--- src/hdl/jac_pkg.sv ---
// Shared constants for the actuator command port: timing, group numbers,
// node name, control frame field layout and the software register map.
// Assumes a 10 MHz system clock; all cycle counts derive from it.
package jac_pkg;

	// Clock rate and timing figures
	localparam int CLK_KHZ   = 10000;
	localparam int SLEEP_MS  = 5000;
	localparam int TRIP_MS   = 50;
	localparam int START_MS  = 100;
	localparam int WAKE_MS   = 10;
	localparam int CLAIM_MS  = 250;
	localparam int SLEEP_CYC = SLEEP_MS * CLK_KHZ;
	localparam int TRIP_CYC  = TRIP_MS * CLK_KHZ;
	localparam int START_CYC = START_MS * CLK_KHZ;
	localparam int WAKE_CYC  = WAKE_MS * CLK_KHZ;
	localparam int CLAIM_CYC = CLAIM_MS * CLK_KHZ;
	localparam int TMR_W     = 26;

	// Parameter group numbers, 18 bits: ext data page, data page, format, specific
	localparam logic [17:0] PGN_PROP_A     = 18'h0ef00;
	localparam logic [17:0] PGN_PROP_A2    = 18'h1ef00;
	localparam logic [17:0] PGN_ADDR_CLAIM = 18'h0ee00;
	localparam logic [17:0] PGN_CMD_ADDR   = 18'h0fed8;
	localparam logic [7:0]  PDU2_FIRST     = 8'hf0;
	localparam logic [2:0]  PRIO_CLAIM     = 3'h6;
	localparam logic [2:0]  PRIO_FB        = 3'h6;

	// Addresses
	localparam logic [7:0] DEF_ADDR    = 8'h13;
	localparam logic [7:0] GLOBAL_ADDR = 8'hff;
	localparam logic [7:0] ARB_FIRST   = 8'h80;
	localparam logic [7:0] ARB_LAST    = 8'hf7;

	// Node name fields; maker code and identity number are arbitrary values
	localparam logic        NAME_AAC       = 1'h1;
	localparam logic [2:0]  NAME_IND_GRP   = 3'h0;
	localparam logic [3:0]  NAME_VS_INST   = 4'h0;
	localparam logic [6:0]  NAME_VS        = 7'h00;
	localparam logic        NAME_RSVD      = 1'h0;
	localparam logic [7:0]  NAME_FUNC      = 8'hff;
	localparam logic [4:0]  NAME_FUNC_INST = 5'h00;
	localparam logic [2:0]  NAME_ECU_INST  = 3'h0;
	localparam logic [10:0] NAME_MAKER     = 11'h3a5;
	localparam logic [20:0] NAME_IDENT     = 21'h0a5c3;
	localparam logic [63:0] NODE_NAME = {NAME_AAC, NAME_IND_GRP, NAME_VS_INST, NAME_VS, NAME_RSVD,
		NAME_FUNC, NAME_FUNC_INST, NAME_ECU_INST, NAME_MAKER, NAME_IDENT};

	// Control frame layout, byte 1 bit 1 is bit 0
	localparam int POS_LSB = 0;
	localparam int POS_W   = 14;
	localparam int CUR_LSB = 14;
	localparam int CUR_W   = 9;
	localparam int SPD_LSB = 23;
	localparam int SPD_W   = 5;
	localparam int EN_BIT  = 28;

	// Parameter limits in counts (0.1 mm, 0.1 A, 5 %)
	localparam logic [8:0]  CUR_MIN   = 9'h00a;
	localparam logic [8:0]  CUR_MAX12 = 9'h0fa;
	localparam logic [8:0]  CUR_MAX24 = 9'h07d;
	localparam logic [13:0] POS_MAX   = 14'h2710;
	localparam logic [4:0]  SPD_MAX   = 5'h14;
	localparam logic [4:0]  PWM_STEPS = 5'h14;
	localparam logic [13:0] DEADBAND  = 14'h0005;

	// Register map, byte addresses
	localparam logic [7:0] REG_STATUS = 8'h00;
	localparam logic [7:0] REG_ADDR   = 8'h04;
	localparam logic [7:0] REG_CTRL   = 8'h08;
	localparam logic [7:0] REG_TARGET = 8'h0c;
	localparam int CTRL_SLEEP_EN = 0;
	localparam int CTRL_RECLAIM  = 1;

	// Group number carried by an identifier; PDU1 specific byte is a destination
	function automatic logic [17:0] pgn_of(input logic [28:0] id);
		return {id[25:16], (id[23:16] < PDU2_FIRST) ? 8'h00 : id[15:8]};
	endfunction

	// Identifier from priority, group number (with destination) and source
	function automatic logic [28:0] make_id(input logic [2:0] prio, input logic [17:0] pgn,
		input logic [7:0] sa);
		return {prio, pgn, sa};
	endfunction

endpackage

--- src/hdl/jac_addr_claim.sv ---
// Address claim engine: claims, defends and moves the node's source address.
// Assumes one-cycle event pulses from the frame decoder in the parent.
`timescale 1ns/100ps
module jac_addr_claim #(
	parameter int unsigned CLAIM_CYCLES = jac_pkg::CLAIM_CYC
) (
	input  wire logic        clk,
	input  wire logic        rst_n,
	input  wire logic        start_i,
	input  wire logic [7:0]  base_addr_i,
	input  wire logic        rx_claim_i,
	input  wire logic [63:0] rx_name_i,
	input  wire logic        cmd_i,
	input  wire logic [7:0]  cmd_addr_i,
	output logic      [7:0]  addr_o,
	output logic             claimed_o,
	output logic             tx_req_o,
	output logic      [28:0] tx_id_o,
	output logic      [63:0] tx_data_o
);
	localparam int TW = jac_pkg::TMR_W;

	typedef enum logic [1:0] {CL_IDLE, CL_WAIT, CL_DONE} jac_claim_e;

	jac_claim_e       state;
	logic [TW-1:0]    tmr;
	wire              we_win  = jac_pkg::NODE_NAME <= rx_name_i;
	wire              defend  = rx_claim_i && state != CL_IDLE;
	wire              lose    = defend && !we_win;
	wire              send    = start_i || cmd_i || defend;
	wire  [7:0]       arb_nxt = (addr_o < jac_pkg::ARB_FIRST || addr_o >= jac_pkg::ARB_LAST) ?
		jac_pkg::ARB_FIRST : addr_o + 8'h01;
	// Start takes the base address, a command the given one, a lost contest the next one in the ARB_FIRST to ARB_LAST range
	wire  [7:0]       next_addr = start_i ? base_addr_i : cmd_i ? cmd_addr_i : lose ? arb_nxt : addr_o;

	// Claim state and address; a quiet wait after each claim makes it ours
	always_ff @(posedge clk) begin
		if (!rst_n) begin
			state  <= CL_IDLE;
			tmr    <= '0;
			addr_o <= jac_pkg::DEF_ADDR;
		end else begin
			addr_o <= next_addr;
			if (send) begin
				state <= CL_WAIT;
				tmr   <= '0;
			end else if (state == CL_WAIT) begin
				if (tmr == TW'(CLAIM_CYCLES - 1))
					state <= CL_DONE;
				else
					tmr <= tmr + 1'b1;
			end
		end
	end

	// Claim frame out, name as data, sent to the global address
	always_ff @(posedge clk) begin
		if (!rst_n) begin
			tx_req_o  <= 1'b0;
			tx_id_o   <= '0;
			tx_data_o <= '0;
		end else begin
			tx_req_o <= send;
			if (send) begin
				tx_id_o   <= jac_pkg::make_id(jac_pkg::PRIO_CLAIM,
					jac_pkg::PGN_ADDR_CLAIM | {10'h000, jac_pkg::GLOBAL_ADDR}, next_addr);
				tx_data_o <= jac_pkg::NODE_NAME;
			end
		end
	end

	assign claimed_o = state == CL_DONE;
endmodule

--- src/hdl/jac_command_port.sv ---
// Actuator command port: frame decode, address selection, sleep and wake,
// control frame fields, current trip and motor drive outputs.
// Function
// - Take group 61184 commands, 126720 feedback, handle claim and commanded address.
// - Node name defaults: arbitrary capable, function 255, zero fields, fixed maker and identity.
// - Claim address 19 by default.
// - On losing an address contest, keep trying other addresses until one sticks.
// - Adopt the address given by a commanded-address frame naming this node.
// - Three select inputs add 0 to 7 to the default address.
// - Sleep after 5 s with no bus activity.
// - On activity during sleep, wake, then send an address claim.
// - Control fields packed LSB first: position, current, speed, enable, factory bits.
// - Position is the next target, 0.1 mm per count.
// - Target reached when measured position is inside a deadband.
// - Current above limit for over 50 ms stops motion and brakes.
// - No current trip during the motor start phase.
// - Current limit below 1.0 A or above unit maximum is a parameter error.
// - Speed field sets PWM duty at 5 % per count.
// - Enable low: no motion, fields still latched.
// - Enable high starts motion with the frame's fields.
// - After overload, motion refused until a frame clears enable.
// Assumes a CAN controller delivers whole received frames as one-cycle pulses
// and sends each TX_REQ_O frame; measured position and current arrive sampled.
`timescale 1ns/100ps
module jac_command_port #(
	parameter int unsigned SLEEP_CYCLES = jac_pkg::SLEEP_CYC,
	parameter int unsigned TRIP_CYCLES  = jac_pkg::TRIP_CYC,
	parameter int unsigned START_CYCLES = jac_pkg::START_CYC,
	parameter int unsigned WAKE_CYCLES  = jac_pkg::WAKE_CYC,
	parameter int unsigned CLAIM_CYCLES = jac_pkg::CLAIM_CYC
) (
	input  wire logic        CLK_I,
	input  wire logic        RESETN_I,
	input  wire logic [7:0]  ADDR_I,
	input  wire logic [31:0] WDATA_I,
	input  wire logic        WR_I,
	input  wire logic        RD_I,
	output logic      [31:0] RDATA_O,
	input  wire logic        RX_VALID_I,
	input  wire logic [28:0] RX_ID_I,
	input  wire logic [63:0] RX_DATA_I,
	input  wire logic [7:0]  RX_XBYTE_I,
	input  wire logic        BUS_ACT_I,
	input  wire logic [2:0]  ADDR_SEL_I,
	input  wire logic        VOLT24_I,
	input  wire logic [13:0] POS_MEAS_I,
	input  wire logic [8:0]  CUR_MEAS_I,
	output logic             TX_REQ_O,
	output logic      [28:0] TX_ID_O,
	output logic      [63:0] TX_DATA_O,
	output logic      [28:0] FB_ID_O,
	output logic             MOTOR_RUN_O,
	output logic             MOTOR_EXT_O,
	output logic             PWM_O,
	output logic             BRAKE_O,
	output logic             SLEEP_O,
	output logic             PARAM_ERR_O,
	output logic             OVERLOAD_O
);
	localparam int TW = jac_pkg::TMR_W;

	typedef enum logic [1:0] {PWR_RUN, PWR_SLEEP, PWR_WAKE} jac_pwr_e;

	jac_pwr_e      pwr;
	jac_pwr_e      next_pwr;
	logic [TW-1:0] pwr_cnt;
	logic          init_done;
	logic          sleep_en;
	logic [13:0]   pend_pos;
	logic [8:0]    pend_cur;
	logic [4:0]    pend_spd;
	logic [13:0]   act_pos;
	logic [8:0]    act_cur;
	logic [4:0]    act_spd;
	logic          en_reg;
	logic [TW-1:0] start_cnt;
	logic [TW-1:0] trip_cnt;
	logic [4:0]    pwm_cnt;
	logic [7:0]    sa;
	logic          claimed;

	// Target within deadband of the measured position
	function automatic logic in_band(input logic [13:0] meas, input logic [13:0] tgt);
		return ((meas > tgt) ? meas - tgt : tgt - meas) <= jac_pkg::DEADBAND;
	endfunction

	// Frame classification
	wire [17:0] rx_pgn   = jac_pkg::pgn_of(RX_ID_I);
	wire [7:0]  rx_da    = RX_ID_I[15:8];
	wire        awake    = pwr == PWR_RUN;
	wire        to_us    = rx_da == sa || rx_da == jac_pkg::GLOBAL_ADDR;
	wire        is_ctrl  = RX_VALID_I && awake && claimed && to_us && rx_pgn == jac_pkg::PGN_PROP_A;
	wire        is_claim = RX_VALID_I && rx_pgn == jac_pkg::PGN_ADDR_CLAIM && RX_ID_I[7:0] == sa;
	wire        is_cmd   = RX_VALID_I && rx_pgn == jac_pkg::PGN_CMD_ADDR && RX_DATA_I == jac_pkg::NODE_NAME;
	wire        activity = BUS_ACT_I || RX_VALID_I;

	// Control frame fields, factory bits ignored
	wire [13:0] f_pos = RX_DATA_I[jac_pkg::POS_LSB +: jac_pkg::POS_W];
	wire [8:0]  f_cur = RX_DATA_I[jac_pkg::CUR_LSB +: jac_pkg::CUR_W];
	wire [4:0]  f_spd = RX_DATA_I[jac_pkg::SPD_LSB +: jac_pkg::SPD_W];
	wire        f_en  = RX_DATA_I[jac_pkg::EN_BIT];

	// Parameter checks; the current ceiling depends on the supply class
	wire [8:0]  cur_max   = VOLT24_I ? jac_pkg::CUR_MAX24 : jac_pkg::CUR_MAX12;
	wire        cur_bad   = f_cur < jac_pkg::CUR_MIN || f_cur > cur_max;
	wire        range_bad = f_pos > jac_pkg::POS_MAX || f_spd > jac_pkg::SPD_MAX;
	wire        param_bad = cur_bad || range_bad;

	// Address selection: select inputs add to the default
	wire [7:0]  base_addr = jac_pkg::DEF_ADDR + {5'h00, ADDR_SEL_I};

	// Power sequencing events
	wire        idle_out  = pwr == PWR_RUN && sleep_en && !activity && pwr_cnt == TW'(SLEEP_CYCLES - 1);
	wire        wake_done = pwr == PWR_WAKE && pwr_cnt == TW'(WAKE_CYCLES - 1);
	wire        reclaim   = WR_I && ADDR_I == jac_pkg::REG_CTRL && WDATA_I[jac_pkg::CTRL_RECLAIM];
	wire        claim_go  = !init_done || wake_done || reclaim;

	// Motion control terms
	wire        reached   = in_band(POS_MEAS_I, act_pos);
	wire        load_act  = is_ctrl && f_en && !param_bad && !OVERLOAD_O;
	// Decide on the target being loaded now, so a retarget never runs a cycle on the old one
	wire [13:0] next_tgt  = load_act ? f_pos : act_pos;
	wire        next_near = in_band(POS_MEAS_I, next_tgt);
	wire        over      = MOTOR_RUN_O && start_cnt == '0 && CUR_MEAS_I > act_cur;
	wire        trip_now  = over && trip_cnt == TW'(TRIP_CYCLES);
	wire        next_perr = is_ctrl ? param_bad : PARAM_ERR_O;
	wire        next_ovl  = trip_now || (OVERLOAD_O && !(is_ctrl && !f_en));
	wire        next_en   = is_ctrl ? f_en : en_reg;
	wire        run_ok    = next_en && !next_perr && !next_ovl && awake && next_pwr == PWR_RUN && claimed &&
		!next_near;

	// Next power state
	always_comb begin
		next_pwr = pwr;
		unique case (pwr)
			PWR_RUN:   if (idle_out) next_pwr = PWR_SLEEP;
			PWR_SLEEP: if (activity) next_pwr = PWR_WAKE;
			PWR_WAKE:  if (wake_done) next_pwr = PWR_RUN;
		endcase
	end

	// Power state and its timer; any bus traffic restarts the idle count
	always_ff @(posedge CLK_I) begin
		if (!RESETN_I) begin
			pwr       <= PWR_RUN;
			pwr_cnt   <= '0;
			init_done <= 1'b0;
		end else begin
			pwr       <= next_pwr;
			init_done <= 1'b1;
			if (next_pwr != pwr || (pwr == PWR_RUN && activity) || pwr == PWR_SLEEP)
				pwr_cnt <= '0;
			else
				pwr_cnt <= pwr_cnt + 1'b1;
		end
	end

	// Latest fields are kept even while motion is disabled
	always_ff @(posedge CLK_I) begin
		if (!RESETN_I) begin
			pend_pos <= '0;
			pend_cur <= '0;
			pend_spd <= '0;
			en_reg   <= 1'b0;
		end else if (is_ctrl) begin
			pend_pos <= f_pos;
			pend_cur <= f_cur;
			pend_spd <= f_spd;
			en_reg   <= f_en;
		end
	end

	// Active move set, taken only from a clean enabled frame
	always_ff @(posedge CLK_I) begin
		if (!RESETN_I) begin
			act_pos <= '0;
			act_cur <= jac_pkg::CUR_MIN;
			act_spd <= '0;
		end else if (load_act) begin
			act_pos <= f_pos;
			act_cur <= f_cur;
			act_spd <= f_spd;
		end
	end

	// Start-phase blanking and consecutive over-current count
	always_ff @(posedge CLK_I) begin
		if (!RESETN_I) begin
			start_cnt <= TW'(START_CYCLES);
			trip_cnt  <= '0;
		end else begin
			start_cnt <= !MOTOR_RUN_O ? TW'(START_CYCLES) : (start_cnt != '0) ? start_cnt - 1'b1 : start_cnt;
			trip_cnt  <= (over && !trip_now) ? trip_cnt + 1'b1 : '0;
		end
	end

	// Twenty-step PWM frame so one speed count is 5 % duty
	always_ff @(posedge CLK_I) begin
		if (!RESETN_I)
			pwm_cnt <= '0;
		else
			pwm_cnt <= (pwm_cnt == jac_pkg::PWM_STEPS - 5'h01) ? 5'h00 : pwm_cnt + 5'h01;
	end

	// Motor and status outputs; brake holds for as long as the overload lock
	always_ff @(posedge CLK_I) begin
		if (!RESETN_I) begin
			MOTOR_RUN_O <= 1'b0;
			MOTOR_EXT_O <= 1'b0;
			PWM_O       <= 1'b0;
			BRAKE_O     <= 1'b0;
			SLEEP_O     <= 1'b0;
			PARAM_ERR_O <= 1'b0;
			OVERLOAD_O  <= 1'b0;
		end else begin
			MOTOR_RUN_O <= run_ok;
			MOTOR_EXT_O <= next_tgt > POS_MEAS_I;
			PWM_O       <= run_ok && pwm_cnt < act_spd;
			BRAKE_O     <= next_ovl;
			SLEEP_O     <= next_pwr == PWR_SLEEP;
			PARAM_ERR_O <= next_perr;
			OVERLOAD_O  <= next_ovl;
		end
	end

	// Feedback identifier follows the claimed source address
	always_ff @(posedge CLK_I) begin
		if (!RESETN_I)
			FB_ID_O <= '0;
		else
			FB_ID_O <= jac_pkg::make_id(jac_pkg::PRIO_FB, jac_pkg::PGN_PROP_A2, sa);
	end

	// Register read mux; unmapped addresses read zero
	wire [31:0] rd_mux =
		(ADDR_I == jac_pkg::REG_STATUS) ? {26'h0000000, reached, PARAM_ERR_O, OVERLOAD_O,
			MOTOR_RUN_O, SLEEP_O, claimed} :
		(ADDR_I == jac_pkg::REG_ADDR)   ? {24'h000000, sa} :
		(ADDR_I == jac_pkg::REG_CTRL)   ? {31'h00000000, sleep_en} :
		(ADDR_I == jac_pkg::REG_TARGET) ? {4'h0, pend_spd, pend_cur, pend_pos} : 32'h00000000;

	// Software port; read data stands only in the cycle after the strobe
	always_ff @(posedge CLK_I) begin
		if (!RESETN_I) begin
			RDATA_O  <= '0;
			sleep_en <= 1'b1;
		end else begin
			RDATA_O <= RD_I ? rd_mux : 32'h00000000;
			if (WR_I && ADDR_I == jac_pkg::REG_CTRL)
				sleep_en <= WDATA_I[jac_pkg::CTRL_SLEEP_EN];
		end
	end

	// Address claim engine; the ninth byte of a commanded-address message is the new address
	jac_addr_claim #(
		.CLAIM_CYCLES(CLAIM_CYCLES)
	) u_claim (
		.clk        (CLK_I),
		.rst_n      (RESETN_I),
		.start_i    (claim_go),
		.base_addr_i(base_addr),
		.rx_claim_i (is_claim),
		.rx_name_i  (RX_DATA_I),
		.cmd_i      (is_cmd),
		.cmd_addr_i (RX_XBYTE_I),
		.addr_o     (sa),
		.claimed_o  (claimed),
		.tx_req_o   (TX_REQ_O),
		.tx_id_o    (TX_ID_O),
		.tx_data_o  (TX_DATA_O)
	);
endmodule

--- config.mk ---
export PLATFORM = sky130hd
export DESIGN_NAME = jac_command_port
export DESIGN_NICKNAME = d
export VERILOG_FILES = /design/src/hdl/jac_pkg.sv /design/src/hdl/jac_addr_claim.sv /design/src/hdl/jac_command_port.sv
export SDC_FILE = /design/constraint.sdc
export NUM_CORES = 1
export LEC_CHECK = 0
export ABC_CLOCK_PERIOD_IN_PS = 17470
export BUFFER_PORTS_ARGS = -buffer_cell sky130_fd_sc_hd__buf_2
export CELL_PAD_IN_SITES_DETAIL_PLACEMENT = 0
export CELL_PAD_IN_SITES_GLOBAL_PLACEMENT = 1
export CORE_MARGIN = 2
export CORE_UTILIZATION = 25
export CTS_BUF_LIST = sky130_fd_sc_hd__clkbuf_8
export DETAILED_ROUTE_END_ITERATION = 16
export GPL_TIMING_DRIVEN = 0
export PLACE_DENSITY_LB_ADDON = 0.1
export SLEW_MARGIN = 15
export SYNTH_ARGS = -nofsm -noshare
export SYNTH_HDL_FRONTEND = slang
export SYNTH_SLANG_ARGS = --single-unit
--- constraint.sdc ---
create_clock -name CLK_I -period 17.47 [get_ports CLK_I]
set_clock_uncertainty 0.2 [all_clocks]
set_input_delay 3.494 -clock CLK_I [delete_from_list [all_inputs] [get_ports CLK_I]]
set_output_delay 3.494 -clock CLK_I [all_outputs]
set_load 0.01 [all_outputs]
==> impl_metrics.csv <==
group,metric,value,unit
outcome,run_status,"finished clean",
min_path,worstHoldPathType,"reg2reg",
die,fp.dieArea,0.0583,mm2
critical_path,crit_required,17760,ps
placed_design,preCtsSetupSlack,7020,ps
global_route,number_of_global_route_vias_before_repair,12200,
final_layout,number_of_flip_flops_in_the_largest_register,28,
drt,via_per_inst,4.46,
flow_run,drv_cap,0,
global_route,gr-total-overflow,0,
sta,setup-tns-final,0,ps
critical_path,timing.critical_path.arrival,9950,ps
sta,setup_ws,7800,ps
sta,finalWorstPathRequiredPeriod,9670,ps
drt,wl_per_cell,17.0,um
clocking,cts_hold_buf,0,
sta,setup_violations,0,
final_layout,post_route_cells_drive_above_1_share,0.214,
final_layout,reg_with_most_ffs,"RDATA_O",
clocking,post-cts-setup-buffer-count,0,
clocking,cts_buffers,48,
die,ioPinCount,336,
pwr,cellPowerDensity,75.4,mW/mm2
placed_design,place.gp.congestion,0.822,
clocking,cts-resized-gates,0,
final_layout,final_net_count,2348,
pwr,power.ir.vdd_worst,0.0000419,V
die,core.rowCount,87,
critical_path,critical_path.max_fanout,10,
yosys,syn_avg_cell_area,8.11,um2
drt,drt_wl_total,49.0,mm
global_route,initial_antenna_violation_count,0,
critical_path,worstSetupStartpointType,"input port",
yosys,number_of_synthesized_flops_with_an_enable_pin,0,
sta,max_slew.worst_pin.slew,1150,ps
drt,drt-pass1-iter-count,5,
clocking,clock_tree.root_cell,"clkbuf_8",
sta,relSlewSlack,0.225,
yosys,syn_inst,1738,
die,die_width,241,um
global_route,globalRouteTotalUtil,0.164,
clocking,clock_insertion_delay_worst_skew,630,ps
clocking,cts.reportedPaths.clkPinSlew,50,ps
die,design.core.area,0.0561,mm2
yosys,ys_types,75,
die,initial_core_util,0.252,
drt,drt_first_iter_violations,689,
final_layout,syn2layout_area_growth,24.4,%
sta,finalCritPeriodShare,0.553,
yosys,yosys_warnings,0,
yosys,postSynthRegisterBits,232,
drt,ant_nets,0,
critical_path,timing.reg2reg.setup_slack,10330,ps
drt,num_vias,12900,
sta,rsz_0062_raised_after_global_routing,"no",
clocking,maximum_root_to_sink_buffer_count,3,
placed_design,port_buffers,240,
die,die_y,241,um
sta,achievable-frequency,103,MHz
yosys,synthesis.area,0.0141,mm2
critical_path,timing.setup.critical_path_class,"in2reg",
clocking,htreeDepth,2,
critical_path,end_kind,"register",
global_route,pin_count_of_the_biggest_net_entering_global_routing,41,
yosys,synth_top_flop_cell,"dfxtp_1",
yosys,async_reset_ff_frac,0,
placed_design,hpwlAfterDp,38.8,mm
sta,slew_viol_final,0,
drt,remaining_drc_errors,0,
global_route,grt_first_pass_wirelength,72.8,mm
clocking,clkSinkCount,232,
yosys,post_synthesis_sequential_area_ratio,0.329,
sta,final_hold_violations,0,
pwr,total_leakage_power,7.66,nW
clocking,tritoncts,"built",
## layer usage
layer,part of all wire,GRT usage,up-vias
li1,-,-,6520
met1,0.49,0.227,5990
met2,0.45,0.264,297
met3,0.050,0.0311,65
met4,0.018,0.0385,0
met5,0,0,-
## where the power goes
| part | internal [W] | switching (W) |
|---|---|---|
| Sequential | 0.000533 | 0.00000469 |
| Clock | 0.000354 | 0.000268 |
| Combinational | 0.0000687 | 0.0000929 |
## cell usage in the layout (no fill, tap or decap), drive strengths merged, types with 12 or more instances in the layout
cell type / n
buf: 359
nor2: 242
dfxtp: 232
inv: 118
nand2: 116
clkbuf: 112
a21oi: 83
ha: 81
xor2: 68
mux2i: 64
o21ai: 64
conb: 61
xnor2: 53
nand4: 46
nand3: 45
and2: 45
nor3: 41
nor4: 26
a21o: 25
and3: 22
nand2b: 19
nor2b: 17
o21a: 12
## cell usage after synthesis, types with 6 or more instances
cell type,instances,area (um2)
nor2_1,241,905
dfxtp_1,232,4640
nand2_1,116,435
buf_4,110,826
inv_1,103,387
a21oi_1,83,415
ha_1,81,1010
xor2_1,68,596
mux2i_1,64,641
o21ai_0,63,315
xnor2_1,53,464
clkbuf_1,49,184
nand4_1,46,288
and2_1,45,282
nand3_1,45,225
nor3_1,41,205
nor4_1,26,163
a21o_1,25,188
and3_1,22,138
nand2b_1,19,119
nor2b_1,17,106
o21a_1,12,90.1
a31oi_1,11,68.8
a211oi_1,10,75.1
or4_1,10,75.1
nor4b_1,8,70.1
o22ai_1,8,50.1
or3_1,8,50.1
o21bai_1,7,52.6
a22oi_1,6,45.0
mux2_2,6,67.6
nand3b_1,6,45.0
o31ai_1,6,45.0
## worst paths after layout
| check | start | end | depth (start not counted) |
|---|---|---|---|
| max reg2reg | u_claim.addr_o[5]$_SDFF_PN0_ | PWM_O$_SDFF_PN0_ | 22 |
| max | RX_DATA_I[14] | PWM_O$_SDFF_PN0_ | 23 |
| min reg2reg | u_claim.tx_id_o[3]$_SDFFE_PN0P_ | u_claim.tx_id_o[3]$_SDFFE_PN0P_ | 2 |
| min | u_claim.tx_id_o[3]$_SDFFE_PN0P_ | u_claim.tx_id_o[3]$_SDFFE_PN0P_ | 2 |
## final cells by class
cell class              count  area, um2
flip-flops and latches    232       4650
clock buffers              63        867
plain buffers             167       1050
clock inverters            24        179
multi-input cells        1295       8250
diodes                      1       2.50
repair buffers            241       1210
fillers                  6085      38500
well taps                 756        946
inverters                 104        390
## critical path: stages
cell and delay, ps:
buf_2 160, inv_1 100, ha_1 280, inv_1 30, o311a_1 400, nor4b_4 600, nand3_1 610, clkbuf_1 590
mux2i_1 400, inv_1 100, ha_1 220, fa_1 410, nor2b_1 150, o21ai_0 150, a21oi_1 510, nor2_1 80
and4_1 230, o31ai_1 320, o21ba_2 240, nor2_4 160, mux2i_1 250, xnor2_1 120, a31oi_1 330
## cells by family after synthesis
family                   after synthesis  share of synthesized area
buffers and inverters                271                      0.102
XOR/XNOR                             121                     0.0752
AND/OR/NAND/NOR                      675                      0.236
AO/OA/AOI/OAI                        283                      0.129
adder cells (fa/ha/maj)               85                     0.0776
flip-flops                           232                      0.329
other                                  1                   0.000266
multiplexers                          70                     0.0502
## through the flow
step | area [um2] | instances | utilization | hold slack (ps) | total power (W)
final | 17500 | 2883 | 0.313 | 254 | 0.00132
after floorplan | 14300 | 1798 | - | 225 | 0.000646
after global placement | 16500 | 2794 | 0.294 | 239 | 0.000711
after CTS | 17500 | 2882 | 0.313 | 255 | 0.00135
after global routing | 17500 | 2882 | 0.313 | 272 | 0.00139
after detailed placement | 16500 | 2795 | 0.294 | 237 | 0.000711
No activity file was read; power rests on OpenSTA's default activity.
